===== config.mk =====
export PLATFORM = sky130hd
export DESIGN_NAME = mhsl_link
export DESIGN_NICKNAME = d
export VERILOG_FILES = /design/src/hdl/mhsl_pkg.sv /design/src/hdl/mhsl_link.sv /design/src/hdl/mhsl_uart.sv
export SDC_FILE = /design/constraint.sdc
export NUM_CORES = 1
export LEC_CHECK = 0
export BUFFER_PORTS_ARGS = -buffer_cell sky130_fd_sc_hd__buf_4
export CAP_MARGIN = 20
export CORE_ASPECT_RATIO = 1.5
export CORE_MARGIN = 2
export CORE_UTILIZATION = 55
export DETAILED_ROUTE_END_ITERATION = 10
export GPL_ROUTABILITY_DRIVEN = 0
export PLACE_DENSITY = 0.75
export SLEW_MARGIN = 10
export SYNTH_ARGS = -nofsm -noshare
export SYNTH_HDL_FRONTEND = slang
export SYNTH_SLANG_ARGS = --single-unit
export TNS_END_PERCENT = 1

===== constraint.sdc =====
create_clock -name mclk -period 6.35 [get_ports mclk]
set_clock_uncertainty 0.15 [all_clocks]
set_input_delay 1.27 -clock mclk [delete_from_list [all_inputs] [get_ports mclk]]
set_output_delay 1.27 -clock mclk [all_outputs]
set_load 0.1 [all_outputs]

===== src/hdl/mhsl_pkg.sv =====
package mhsl_pkg;

  // ----------------------------------------------------------------------
  // clock and timing
  // ----------------------------------------------------------------------
  localparam int          CLK_HZ            = 25_000_000;
  localparam int          RX_TIMEOUT_MS     = 10;          // nominal abandon time
  localparam int          RX_TIMEOUT_MAX_MS = 20;          // longest allowed
  localparam int          RX_TIMEOUT_CYC    = (CLK_HZ / 1000) * RX_TIMEOUT_MS;
  localparam longint      IVL_MULT          = 42;          // per length count
  localparam longint      IVL_REF_DHZ       = 25206;       // 2520.6 Hz in tenths
  localparam int          IVL_UNIT_CYC      = int'((longint'(CLK_HZ) * IVL_MULT * 64'd10) / IVL_REF_DHZ);

  // serial rates, picked by the rate select strap
  localparam int          RATE_LO_BAUD      = 9600;
  localparam int          RATE_HI_BAUD      = 38400;
  localparam logic [11:0] DIV_LO            = 12'(CLK_HZ / RATE_LO_BAUD);
  localparam logic [11:0] DIV_HI            = 12'(CLK_HZ / RATE_HI_BAUD);

  // ----------------------------------------------------------------------
  // register map (byte addresses)
  // ----------------------------------------------------------------------
  localparam logic [7:0]  A_ENERGY          = 8'h00;
  localparam logic [7:0]  A_STATUS          = 8'h04;
  localparam logic [7:0]  A_MASK            = 8'h08;
  localparam logic [7:0]  A_SETUP           = 8'h0c;
  localparam logic [7:0]  A_NOMTEMP         = 8'h10;
  localparam logic [7:0]  A_INTERVAL        = 8'h14;

  // status word / status interrupt mask bits
  localparam int          ST_READY          = 0;
  localparam int          ST_UNINIT         = 1;
  localparam int          ST_OVF            = 2;
  localparam int          ST_EVT_LSB        = 3;   // sag, creep, over-v, over-i, pin change
  localparam int          ST_EVT_N          = 5;
  localparam logic [7:0]  STATUS_RST        = 8'h02;
  localparam logic [7:0]  MASK_RST          = 8'h00;

  // setup word fields
  localparam int          SU_CE_EN          = 4;
  localparam int          SU_DRDY_EN        = 9;
  localparam int          SU_EQU_LSB        = 5;
  localparam int          SU_IMG_LSB        = 22;
  localparam int          SU_RATE_LSB       = 25;
  localparam logic [31:0] SETUP_RST         = 32'h0000_0000;
  localparam logic [15:0] INTERVAL_RST      = 16'h003c;   // 60 counts
  localparam logic [15:0] NOMTEMP_RST       = 16'h0000;

  // serial command byte: bit 7 write, bits 5:0 word index
  localparam int          CMD_WR_BIT        = 7;
  localparam int          QDEPTH            = 4;

  typedef enum logic [2:0] {
    P_IDLE  = 3'b001,
    P_DATA  = 3'b010,
    P_WRITE = 3'b100
  } mhsl_pstate_t;

  typedef enum logic [2:0] {
    R_IDLE = 3'b001,
    R_WAIT = 3'b010,
    R_SEND = 3'b100
  } mhsl_rstate_t;

endpackage


===== src/hdl/mhsl_link.sv =====
`timescale 1ns/1ps
// Behaviour
// - drive data-ready low when setup enables it
// - abandon partial command after 10 ms
// - receive time-out sets uninitialized flag
// - purge low resets link and its buffers
// - purge leaves metering running
// - status reads queued, up to four waiting, each one answered
// - status answer held during post-processing
// - data-ready pulses only when mask ready set
// - indications continue only after energy reads
// - compensation uses nominal temperature reference
// - status reports overflow, uninitialized and events
// - hardware reset low forces full reset
// - rate and pulse polarity from select inputs
// - interval is count times 42 over 2520.6 Hz
// - unread energy overwritten at interval end
// - link usable within 20 ms of purge
module mhsl_link
  import mhsl_pkg::*;
#(
  parameter int RX_TO_CYC = RX_TIMEOUT_CYC,
  parameter int IVL_CYC   = IVL_UNIT_CYC
) (
  input  wire logic        mclk,
  input  wire logic        sys_rst,
  input  wire logic        ce,
  input  wire logic        hardwareResetLow,
  input  wire logic        linkPurgeLow,
  input  wire logic        rateSelectInput,
  input  wire logic        pulseInitInput,
  input  wire logic        rxd,
  output logic             txd,
  output logic             dataReadyLow,
  input  wire logic        psel,
  input  wire logic        penable,
  input  wire logic        pwrite,
  input  wire logic  [7:0] paddr,
  input  wire logic [31:0] pwdata,
  output logic      [31:0] prdata,
  output logic             pready,
  output logic             pslverr,
  input  wire logic [31:0] energyIn,
  input  wire logic        overflowEvt,
  input  wire logic  [4:0] meterEvt,
  input  wire logic        postBusy,
  input  wire logic [15:0] rawTemp,
  output logic      [31:0] setupWord,
  output logic      [15:0] tempOffset,
  output logic             pulsePolarity
);

  // ----------------------------------------------------------------------
  // declarations
  // ----------------------------------------------------------------------
  logic         rstAll;
  logic         linkRst;
  logic         rateSel_q;
  logic  [7:0]  status_q;
  logic  [7:0]  mask_q;
  logic [15:0]  nomTemp_q;
  logic [15:0]  interval_q;
  logic [31:0]  energy_q;
  logic         armed_q;
  logic [31:0]  unitCnt_q;
  logic [15:0]  ivlCnt_q;
  logic         intervalEnd;
  logic         apbAcc;
  logic         apbWr;
  logic         apbEnergyRd;
  logic         uWr;
  logic         wrEn;
  logic  [7:0]  wrAddr;
  logic [31:0]  wrData;
  logic         energyRead;
  logic  [7:0]  rxByte;
  logic         rxValid;
  logic         txBusy;
  logic         txStart_q;
  logic  [7:0]  txByte_q;
  mhsl_pstate_t pState_q;
  logic  [5:0]  cmdIdx_q;
  logic  [1:0]  dCnt_q;
  logic [31:0]  wBuf_q;
  logic [31:0]  toCnt_q;
  logic         rxTimeout;
  logic  [5:0]  rq_q [QDEPTH];
  logic  [1:0]  rqWp_q;
  logic  [1:0]  rqRp_q;
  logic  [2:0]  rqCnt_q;
  logic         rqPush;
  logic         rqPop;
  mhsl_rstate_t rState_q;
  logic  [7:0]  respAddr_q;
  logic [31:0]  respWord_q;
  logic  [1:0]  respByte_q;
  logic         respLoad;
  logic  [7:0]  status_d;

  // hardware reset acts like the system reset; purge only touches the link
  assign rstAll  = sys_rst || !hardwareResetLow;
  assign linkRst = rstAll || !linkPurgeLow;

  // ----------------------------------------------------------------------
  // register decode shared by bus and serial commands
  // ----------------------------------------------------------------------
  function automatic logic isMapped(input logic [7:0] a);
    return a == A_ENERGY || a == A_STATUS || a == A_MASK ||
           a == A_SETUP || a == A_NOMTEMP || a == A_INTERVAL;
  endfunction

  function automatic logic [31:0] rdSel(input logic [7:0] a);
    case (a)
      A_ENERGY:   return energy_q;
      A_STATUS:   return {24'h000000, status_q};
      A_MASK:     return {24'h000000, mask_q};
      A_SETUP:    return setupWord;
      A_NOMTEMP:  return {16'h0000, nomTemp_q};
      A_INTERVAL: return {16'h0000, interval_q};
      default:    return 32'h0000_0000;
    endcase
  endfunction

  // ----------------------------------------------------------------------
  // apb slave: one wait state, answer registered
  // ----------------------------------------------------------------------
  assign apbAcc      = psel && penable && !pready;
  assign apbWr       = psel && penable && pready && pwrite && isMapped(paddr);
  assign apbEnergyRd = psel && penable && pready && !pwrite && paddr == A_ENERGY;

  always_ff @(posedge mclk) begin
    if (rstAll) begin
      pready  <= 1'b0;
      pslverr <= 1'b0;
      prdata  <= 32'h0000_0000;
    end else if (ce) begin
      pready  <= apbAcc;
      pslverr <= apbAcc && !isMapped(paddr);
      if (apbAcc) begin
        prdata <= rdSel(paddr);
      end
    end
  end

  // bus writes win; a serial write waits in P_WRITE for a free cycle
  assign uWr        = pState_q == P_WRITE && !apbWr;
  assign wrEn       = apbWr || uWr;
  assign wrAddr     = apbWr ? paddr : {cmdIdx_q, 2'b00};
  assign wrData     = apbWr ? pwdata : wBuf_q;
  assign energyRead = apbEnergyRd || (respLoad && respAddr_q == A_ENERGY);

  // ----------------------------------------------------------------------
  // configuration registers and strap capture
  // ----------------------------------------------------------------------
  // rate strap follows its pin while held in reset or purge, pulse strap only in reset; frozen after
  always_ff @(posedge mclk) begin
    if (ce && linkRst) begin
      rateSel_q <= rateSelectInput;
    end
  end

  always_ff @(posedge mclk) begin
    if (rstAll) begin
      pulsePolarity <= pulseInitInput;
      mask_q        <= MASK_RST;
      setupWord     <= SETUP_RST;
      nomTemp_q     <= NOMTEMP_RST;
      interval_q    <= INTERVAL_RST;
    end else if (ce && wrEn) begin
      case (wrAddr)
        A_MASK:    mask_q    <= wrData[7:0];
        A_SETUP:   setupWord <= wrData;
        A_NOMTEMP: nomTemp_q <= wrData[15:0];
        // a zero length would wrap the compare to a 65536-count interval, so it is ignored
        A_INTERVAL: begin
          if (wrData[15:0] != 16'h0000) begin
            interval_q <= wrData[15:0];
          end
        end
        default: ;
      endcase
    end
  end

  // compensation term handed to the metering engine
  always_ff @(posedge mclk) begin
    if (rstAll) begin
      tempOffset <= 16'h0000;
    end else if (ce) begin
      tempOffset <= rawTemp - nomTemp_q;
    end
  end

  // ----------------------------------------------------------------------
  // accumulation interval timer
  // ----------------------------------------------------------------------
  assign intervalEnd = setupWord[SU_CE_EN] && unitCnt_q == 32'(IVL_CYC - 1) &&
                       ivlCnt_q == interval_q - 16'h0001;

  always_ff @(posedge mclk) begin
    if (rstAll || !setupWord[SU_CE_EN]) begin
      unitCnt_q <= 32'h0000_0000;
      ivlCnt_q  <= 16'h0000;
    end else if (ce) begin
      if (unitCnt_q == 32'(IVL_CYC - 1)) begin
        unitCnt_q <= 32'h0000_0000;
        ivlCnt_q  <= intervalEnd ? 16'h0000 : ivlCnt_q + 16'h0001;
      end else begin
        unitCnt_q <= unitCnt_q + 32'h0000_0001;
      end
    end
  end

  // fresh value replaces the old one whether it was read or not
  always_ff @(posedge mclk) begin
    if (rstAll) begin
      energy_q <= 32'h0000_0000;
    end else if (ce && intervalEnd) begin
      energy_q <= energyIn;
    end
  end

  // ----------------------------------------------------------------------
  // status word: sticky, write one to clear, set beats clear
  // ----------------------------------------------------------------------
  always_comb begin
    status_d = status_q;
    if (wrEn && wrAddr == A_STATUS) begin
      status_d = status_d & ~wrData[7:0];
    end
    if (energyRead) begin
      status_d[ST_READY] = 1'b0;
    end
    status_d[ST_READY]  = status_d[ST_READY] | intervalEnd;
    status_d[ST_UNINIT] = status_d[ST_UNINIT] | rxTimeout;
    status_d[ST_OVF]    = status_d[ST_OVF] | overflowEvt;
    status_d[ST_EVT_LSB +: ST_EVT_N] = status_d[ST_EVT_LSB +: ST_EVT_N] | meterEvt;
  end

  always_ff @(posedge mclk) begin
    if (rstAll) begin
      status_q <= STATUS_RST;
    end else if (ce) begin
      status_q <= status_d;
    end
  end

  // ----------------------------------------------------------------------
  // data-ready output
  // ----------------------------------------------------------------------
  // armed only by an energy read, so a host that stops reading sees no more
  always_ff @(posedge mclk) begin
    if (rstAll) begin
      dataReadyLow <= 1'b1;
      armed_q      <= 1'b0;
    end else if (ce) begin
      if (energyRead) begin
        dataReadyLow <= 1'b1;
        armed_q      <= 1'b1;
      end else if (intervalEnd && armed_q && mask_q[ST_READY] && setupWord[SU_DRDY_EN]) begin
        dataReadyLow <= 1'b0;
        armed_q      <= 1'b0;
      end
    end
  end

  // ----------------------------------------------------------------------
  // serial link
  // ----------------------------------------------------------------------
  mhsl_uart u_uart (
    .mclk    (mclk),
    .ce      (ce),
    .rst     (linkRst),
    .divisor (rateSel_q ? DIV_HI : DIV_LO),
    .rxd     (rxd),
    .rxByte  (rxByte),
    .rxValid (rxValid),
    .txStart (txStart_q),
    .txByte  (txByte_q),
    .txBusy  (txBusy),
    .txd     (txd)
  );

  // command parser: a read is one byte, a write is five
  assign rqPush = pState_q == P_IDLE && rxValid && !rxByte[CMD_WR_BIT];

  always_ff @(posedge mclk) begin
    if (linkRst) begin
      pState_q <= P_IDLE;
      cmdIdx_q <= 6'h00;
      dCnt_q   <= 2'h0;
      wBuf_q   <= 32'h0000_0000;
    end else if (ce) begin
      case (pState_q)
        P_IDLE: begin
          if (rxValid) begin
            cmdIdx_q <= rxByte[5:0];
            dCnt_q   <= 2'h0;
            if (rxByte[CMD_WR_BIT]) begin
              pState_q <= P_DATA;
            end
          end
        end
        P_DATA: begin
          if (rxTimeout) begin
            pState_q <= P_IDLE;
          end else if (rxValid) begin
            wBuf_q <= {wBuf_q[23:0], rxByte};
            dCnt_q <= dCnt_q + 2'h1;
            if (dCnt_q == 2'h3) begin
              pState_q <= P_WRITE;
            end
          end
        end
        P_WRITE: begin
          if (uWr) begin
            pState_q <= P_IDLE;
          end
        end
        default: pState_q <= P_IDLE;
      endcase
    end
  end

  // idle gap counter, only live inside a partial command
  assign rxTimeout = pState_q == P_DATA && toCnt_q == 32'(RX_TO_CYC - 1) && !rxValid;

  always_ff @(posedge mclk) begin
    if (linkRst || pState_q != P_DATA || rxValid) begin
      toCnt_q <= 32'h0000_0000;
    end else if (ce && !rxTimeout) begin
      toCnt_q <= toCnt_q + 32'h0000_0001;
    end
  end

  // read queue: each accepted read, status included, gets its own answer
  // a fifth read while four wait is dropped; the host must not stack so deep
  assign rqPop = rState_q == R_IDLE && rqCnt_q != 3'h0;

  always_ff @(posedge mclk) begin
    if (linkRst) begin
      rqWp_q  <= 2'h0;
      rqRp_q  <= 2'h0;
      rqCnt_q <= 3'h0;
    end else if (ce) begin
      if (rqPush && rqCnt_q != 3'(QDEPTH)) begin
        rq_q[rqWp_q] <= rxByte[5:0];
        rqWp_q       <= rqWp_q + 2'h1;
      end
      if (rqPop) begin
        rqRp_q <= rqRp_q + 2'h1;
      end
      rqCnt_q <= rqCnt_q + 3'((rqPush && rqCnt_q != 3'(QDEPTH)) ? 1 : 0) - 3'(rqPop ? 1 : 0);
    end
  end

  // response engine: status answers wait out post-processing
  assign respLoad = ce && rState_q == R_WAIT && !(respAddr_q == A_STATUS && postBusy);

  always_ff @(posedge mclk) begin
    if (linkRst) begin
      rState_q   <= R_IDLE;
      respAddr_q <= 8'h00;
      respWord_q <= 32'h0000_0000;
      respByte_q <= 2'h0;
      txStart_q  <= 1'b0;
      txByte_q   <= 8'h00;
    end else if (ce) begin
      txStart_q <= 1'b0;
      case (rState_q)
        R_IDLE: begin
          if (rqPop) begin
            respAddr_q <= {rq_q[rqRp_q], 2'b00};
            rState_q   <= R_WAIT;
          end
        end
        R_WAIT: begin
          if (respLoad) begin
            respWord_q <= rdSel(respAddr_q);
            respByte_q <= 2'h0;
            rState_q   <= R_SEND;
          end
        end
        R_SEND: begin
          if (!txBusy && !txStart_q) begin
            txStart_q  <= 1'b1;
            txByte_q   <= respWord_q[31:24];
            respWord_q <= {respWord_q[23:0], 8'h00};
            respByte_q <= respByte_q + 2'h1;
            if (respByte_q == 2'h3) begin
              rState_q <= R_IDLE;
            end
          end
        end
        default: rState_q <= R_IDLE;
      endcase
    end
  end
endmodule


===== src/hdl/mhsl_uart.sv =====
`timescale 1ns/1ps
module mhsl_uart
  import mhsl_pkg::*;
(
  input  wire logic        mclk,
  input  wire logic        ce,
  input  wire logic        rst,
  input  wire logic [11:0] divisor,
  input  wire logic        rxd,
  output logic       [7:0] rxByte,
  output logic             rxValid,
  input  wire logic        txStart,
  input  wire logic  [7:0] txByte,
  output logic             txBusy,
  output logic             txd
);

  logic        rxAct_q;
  logic [11:0] rxCnt_q;
  logic  [3:0] rxBit_q;
  logic  [7:0] rxSh_q;
  logic  [9:0] txSh_q;
  logic [11:0] txCnt_q;
  logic  [3:0] txBit_q;

  // ----------------------------------------------------------------------
  // receiver: 8N1, sampled mid-bit
  // ----------------------------------------------------------------------
  // a start bit that is high again at mid-bit is a glitch and is dropped
  always_ff @(posedge mclk) begin
    if (rst) begin
      rxAct_q <= 1'b0;
      rxCnt_q <= 12'h000;
      rxBit_q <= 4'h0;
      rxSh_q  <= 8'h00;
      rxByte  <= 8'h00;
      rxValid <= 1'b0;
    end else if (ce) begin
      rxValid <= 1'b0;
      if (!rxAct_q) begin
        if (!rxd) begin
          rxAct_q <= 1'b1;
          rxCnt_q <= divisor >> 1;
          rxBit_q <= 4'h0;
        end
      end else if (rxCnt_q != 12'h000) begin
        rxCnt_q <= rxCnt_q - 12'h001;
      end else begin
        rxCnt_q <= divisor - 12'h001;
        rxBit_q <= rxBit_q + 4'h1;
        if (rxBit_q == 4'h0 && rxd) begin
          rxAct_q <= 1'b0;
        end else if (rxBit_q == 4'h9) begin
          rxAct_q <= 1'b0;
          rxValid <= rxd;                 // framing error drops the byte
          rxByte  <= rxSh_q;
        end else if (rxBit_q != 4'h0) begin
          rxSh_q  <= {rxd, rxSh_q[7:1]};
        end
      end
    end
  end

  // ----------------------------------------------------------------------
  // transmitter: start, eight data lsb first, stop
  // ----------------------------------------------------------------------
  always_ff @(posedge mclk) begin
    if (rst) begin
      txBusy  <= 1'b0;
      txd     <= 1'b1;
      txSh_q  <= 10'h3ff;
      txCnt_q <= 12'h000;
      txBit_q <= 4'h0;
    end else if (ce) begin
      if (!txBusy) begin
        txd <= 1'b1;
        if (txStart) begin
          txBusy  <= 1'b1;
          txSh_q  <= {1'b1, txByte, 1'b0};
          txCnt_q <= 12'h000;
          txBit_q <= 4'h0;
        end
      end else if (txCnt_q != 12'h000) begin
        txCnt_q <= txCnt_q - 12'h001;
      end else if (txBit_q == 4'ha) begin
        txBusy <= 1'b0;
      end else begin
        txd     <= txSh_q[0];
        txSh_q  <= {1'b1, txSh_q[9:1]};
        txBit_q <= txBit_q + 4'h1;
        txCnt_q <= divisor - 12'h001;
      end
    end
  end

endmodule


==> results.toml <==
[status]
status = "finished clean"

[logic_synthesis]
synth_cell_types = 81
synthTopCellsByCount = "dfxtp_1, nor2_1, nand2_1, a21oi_1, clkbuf_1"
synth_top_area_share_pct = 39.4
synth_fp_nets = 2577
synth.area.top_cells = "dfxtp_1, nor2_1, a21oi_1"
synth.largest_area_cell = "dfxtp_1"
synth-seq-area-share_pct = 43.1
synthFlopType = "dfxtp_1"
synth_edf_count = 26
synthMostInstantiatedCell = "dfxtp_1"
ys_async_sr_fraction_pct = 0
netlist_instances = 2432
yosysWarnings = 0
syn_area_um2 = 20700
synth-seq-cells = 433
synth.avg_cell_area_um2 = 8.51

[timing]
slew-limit-headroom_pct = 20.7
hold_viol = 0
fin_ws_ps = 1450
post-route-min-period_ps = 4900
drv_slew = 0
worstMarginPinSlew_ps = 1180
setup-tns-final_ps = 0
fmax_mhz = 204
setup_viol = 0
rsz0062_at_grt = "false"
post-route-period-util_pct = 77.2

[detailed_routing]
wl_met3_um = 4410
routed.top_layer = "met5"
vias = 19100
vias_per_cell = 6.26
routed_wl_um = 61200
met1Wirelength_um = 23500
dr.pass1.iters = 8
ant_nets = 0
route.detailed.drc = 0
wl_per_cell_um = 20.1
drt_iter0_markers = 1701
met2WireLength_um = 29800

[pwr]
netSwitchingPower_w = 0.00126
intPower_w = 0.00441
p_leak_nw = 8.10
combinationalPowerShare_pct = 4.8
ir_drop_mv = 0.255
powerDensity_nw_per_um2 = 238
seq_power_share_pct = 48.6
p_sw_share_pct = 22.2
power_frac_clock_pct = 46.6

[placement]
dpl.hpwl_um = 43900
portBuffers = 190
place_inst = 2972
post-place-ws_ps = 931

[die]
start_util_pct = 55.5
num_rows = 87
die_w_um = 162
core_area_um2 = 37300
die_area_um2 = 39200
die_y_um = 242
io_pins = 191

[clock_network]
cts-buffers-inserted = 42
ctsHoldBuffers = 0
cts_setup_buffers = 0
cts.htree.levels = 2
cts_buffer_depth = 3
clk_latency_ps = 560
cts-root-buf = "clkbuf_16"
cts_tree = "yes"
clk_pin_slew_worst_paths_ps = 60
cts_resized = 0
cts.sinks = 433

[cells_and_area]
area_growth_pct = 15.0
drive_gt1_share_pct = 13.5
fin_cells = 3049
nets = 2672

[worst_setup_path]
r2r-start = "interval_q[1]"
rrSetupSlack_ps = 2150
crit_type = "primary input to register"
worstPathArrival_ps = 5230
r2r_cells = 9
required_ps = 6680
cp-end-kind = "register"
critPathMaxFanout = 30
startpoint = "paddr[0]"
crit_end = "interval_q[7]"
critPathLaunchType = "primary input"
r2r_end = "ivlCnt_q[14]"

[grt]
overflow = 0
grt_pass1_vias = 18100
grt_usage_pct = 30.1
grt_pass1_wl_um = 94900
antenna_found_initial = 3
grt_max_degree = 98

[flow_run]
maxCapViolCount = 0

[min_path]
hold_path_class = "register to register"
how the worst min path moves through the flow:
stage	cells after the start	start	end
floorplan	2	respWord_q[24]	txByte_q[0]
global placement	2	prdata[9]	prdata[9]
detailed placement	2	prdata[14]	prdata[14]
CTS	2	wBuf_q[28]	wBuf_q[28]
global route	2	respWord_q[25]	txByte_q[1]
finish	2	wBuf_q[30]	wBuf_q[30]
kinds of logic (layout without fill, tap and decap cells):
family,Yosys count,count (layout),synth area share [%]
AND/OR/NAND/NOR,934,934,21.2
XOR/XNOR,112,112,4.74
multiplexers,128,128,6.77
other,0,2,0
flip-flops,433,433,43.1
AO/OA/AOI/OAI,563,563,17.5
adder cells (fa/ha/maj),39,39,2.43
buffers and inverters,223,349,4.23
sequential cells by signal (all words and copies together) (netlist names), 24 cells and up:
name / cells
unitCnt_q: 32
rq_q: 24
respWord_q: 32
prdata: 32
toCnt_q: 32
wBuf_q: 32
setupWord: 32
energy_q: 32
worst max-delay path, stage by stage:
cell	delay, ps
buf_4	100
or4_1	670
nor4b_4	930
buf_4	290
buf_4	440
mux2i_1	260
nand2_1	110
o41a_1	720
nand2b_1	270
a21oi_1	160
per-stage QoR:
stage	hold slack [ps]	util (%)	total power [W]	cell area, um^2
after floorplan	279	-	0.00297	20700
after global placement	290	59.9	0.00308	22400
after detailed placement	297	59.9	0.00308	22400
after CTS	309	63.8	0.00571	23800
after global routing	330	63.8	0.00584	23800
final	309	63.8	0.00567	23800
layer usage:
metal | vias up | GRT usage, %
met4 | 2 | 16.8
li1 | 8929 | -
met1 | 9095 | 36.1
met5 | - | 0
met2 | 843 | 51.6
met3 | 214 | 3.98
cells in the final DEF (no fill, tap or decap), types with 9 or more instances in the layout:
master and count:
xor2_1 55, edfxtp_1 26, o21ai_0 105, mux2_2 27
nand2_1 234, nor4_1 25, nor2b_1 10, nand3_1 52
or3_1 17, a211oi_1 52, xnor2_1 57, buf_4 221
and3_1 25, clkbuf_16 45, nand2b_1 15, nand4_1 59
and4_1 17, a21oi_1 196, mux2i_1 94, inv_1 52
a31oi_1 15, a221oi_1 10, nor2_1 332, nor3_1 74
o211ai_1 37, a22oi_1 46, ha_1 37, a21o_1 15
a222oi_1 24, or4_1 9, and2_1 12, dfxtp_1 407
layout make-up:
type	count	area, um^2
Multi-Input combinational cell	1776	11000
Clock inverter	20	259
Tap cell	489	612
Fill cell	3177	13500
Sequential cell	433	8930
Inverter	53	201
Clock buffer	55	1190
Antenna cell	2	5.00
Timing Repair Buffer	221	1660
power by group through the flow:
stage               Sequential (W)  Combinational, W  Clock (W)
floorplan                  0.00286          0.000115          0
global placement           0.00282          0.000264          0
detailed placement         0.00282          0.000268          0
CTS                        0.00276          0.000269    0.00268
global route               0.00276          0.000289    0.00279
finish                     0.00276          0.000272    0.00264
(Power assumes the default switching activity.)
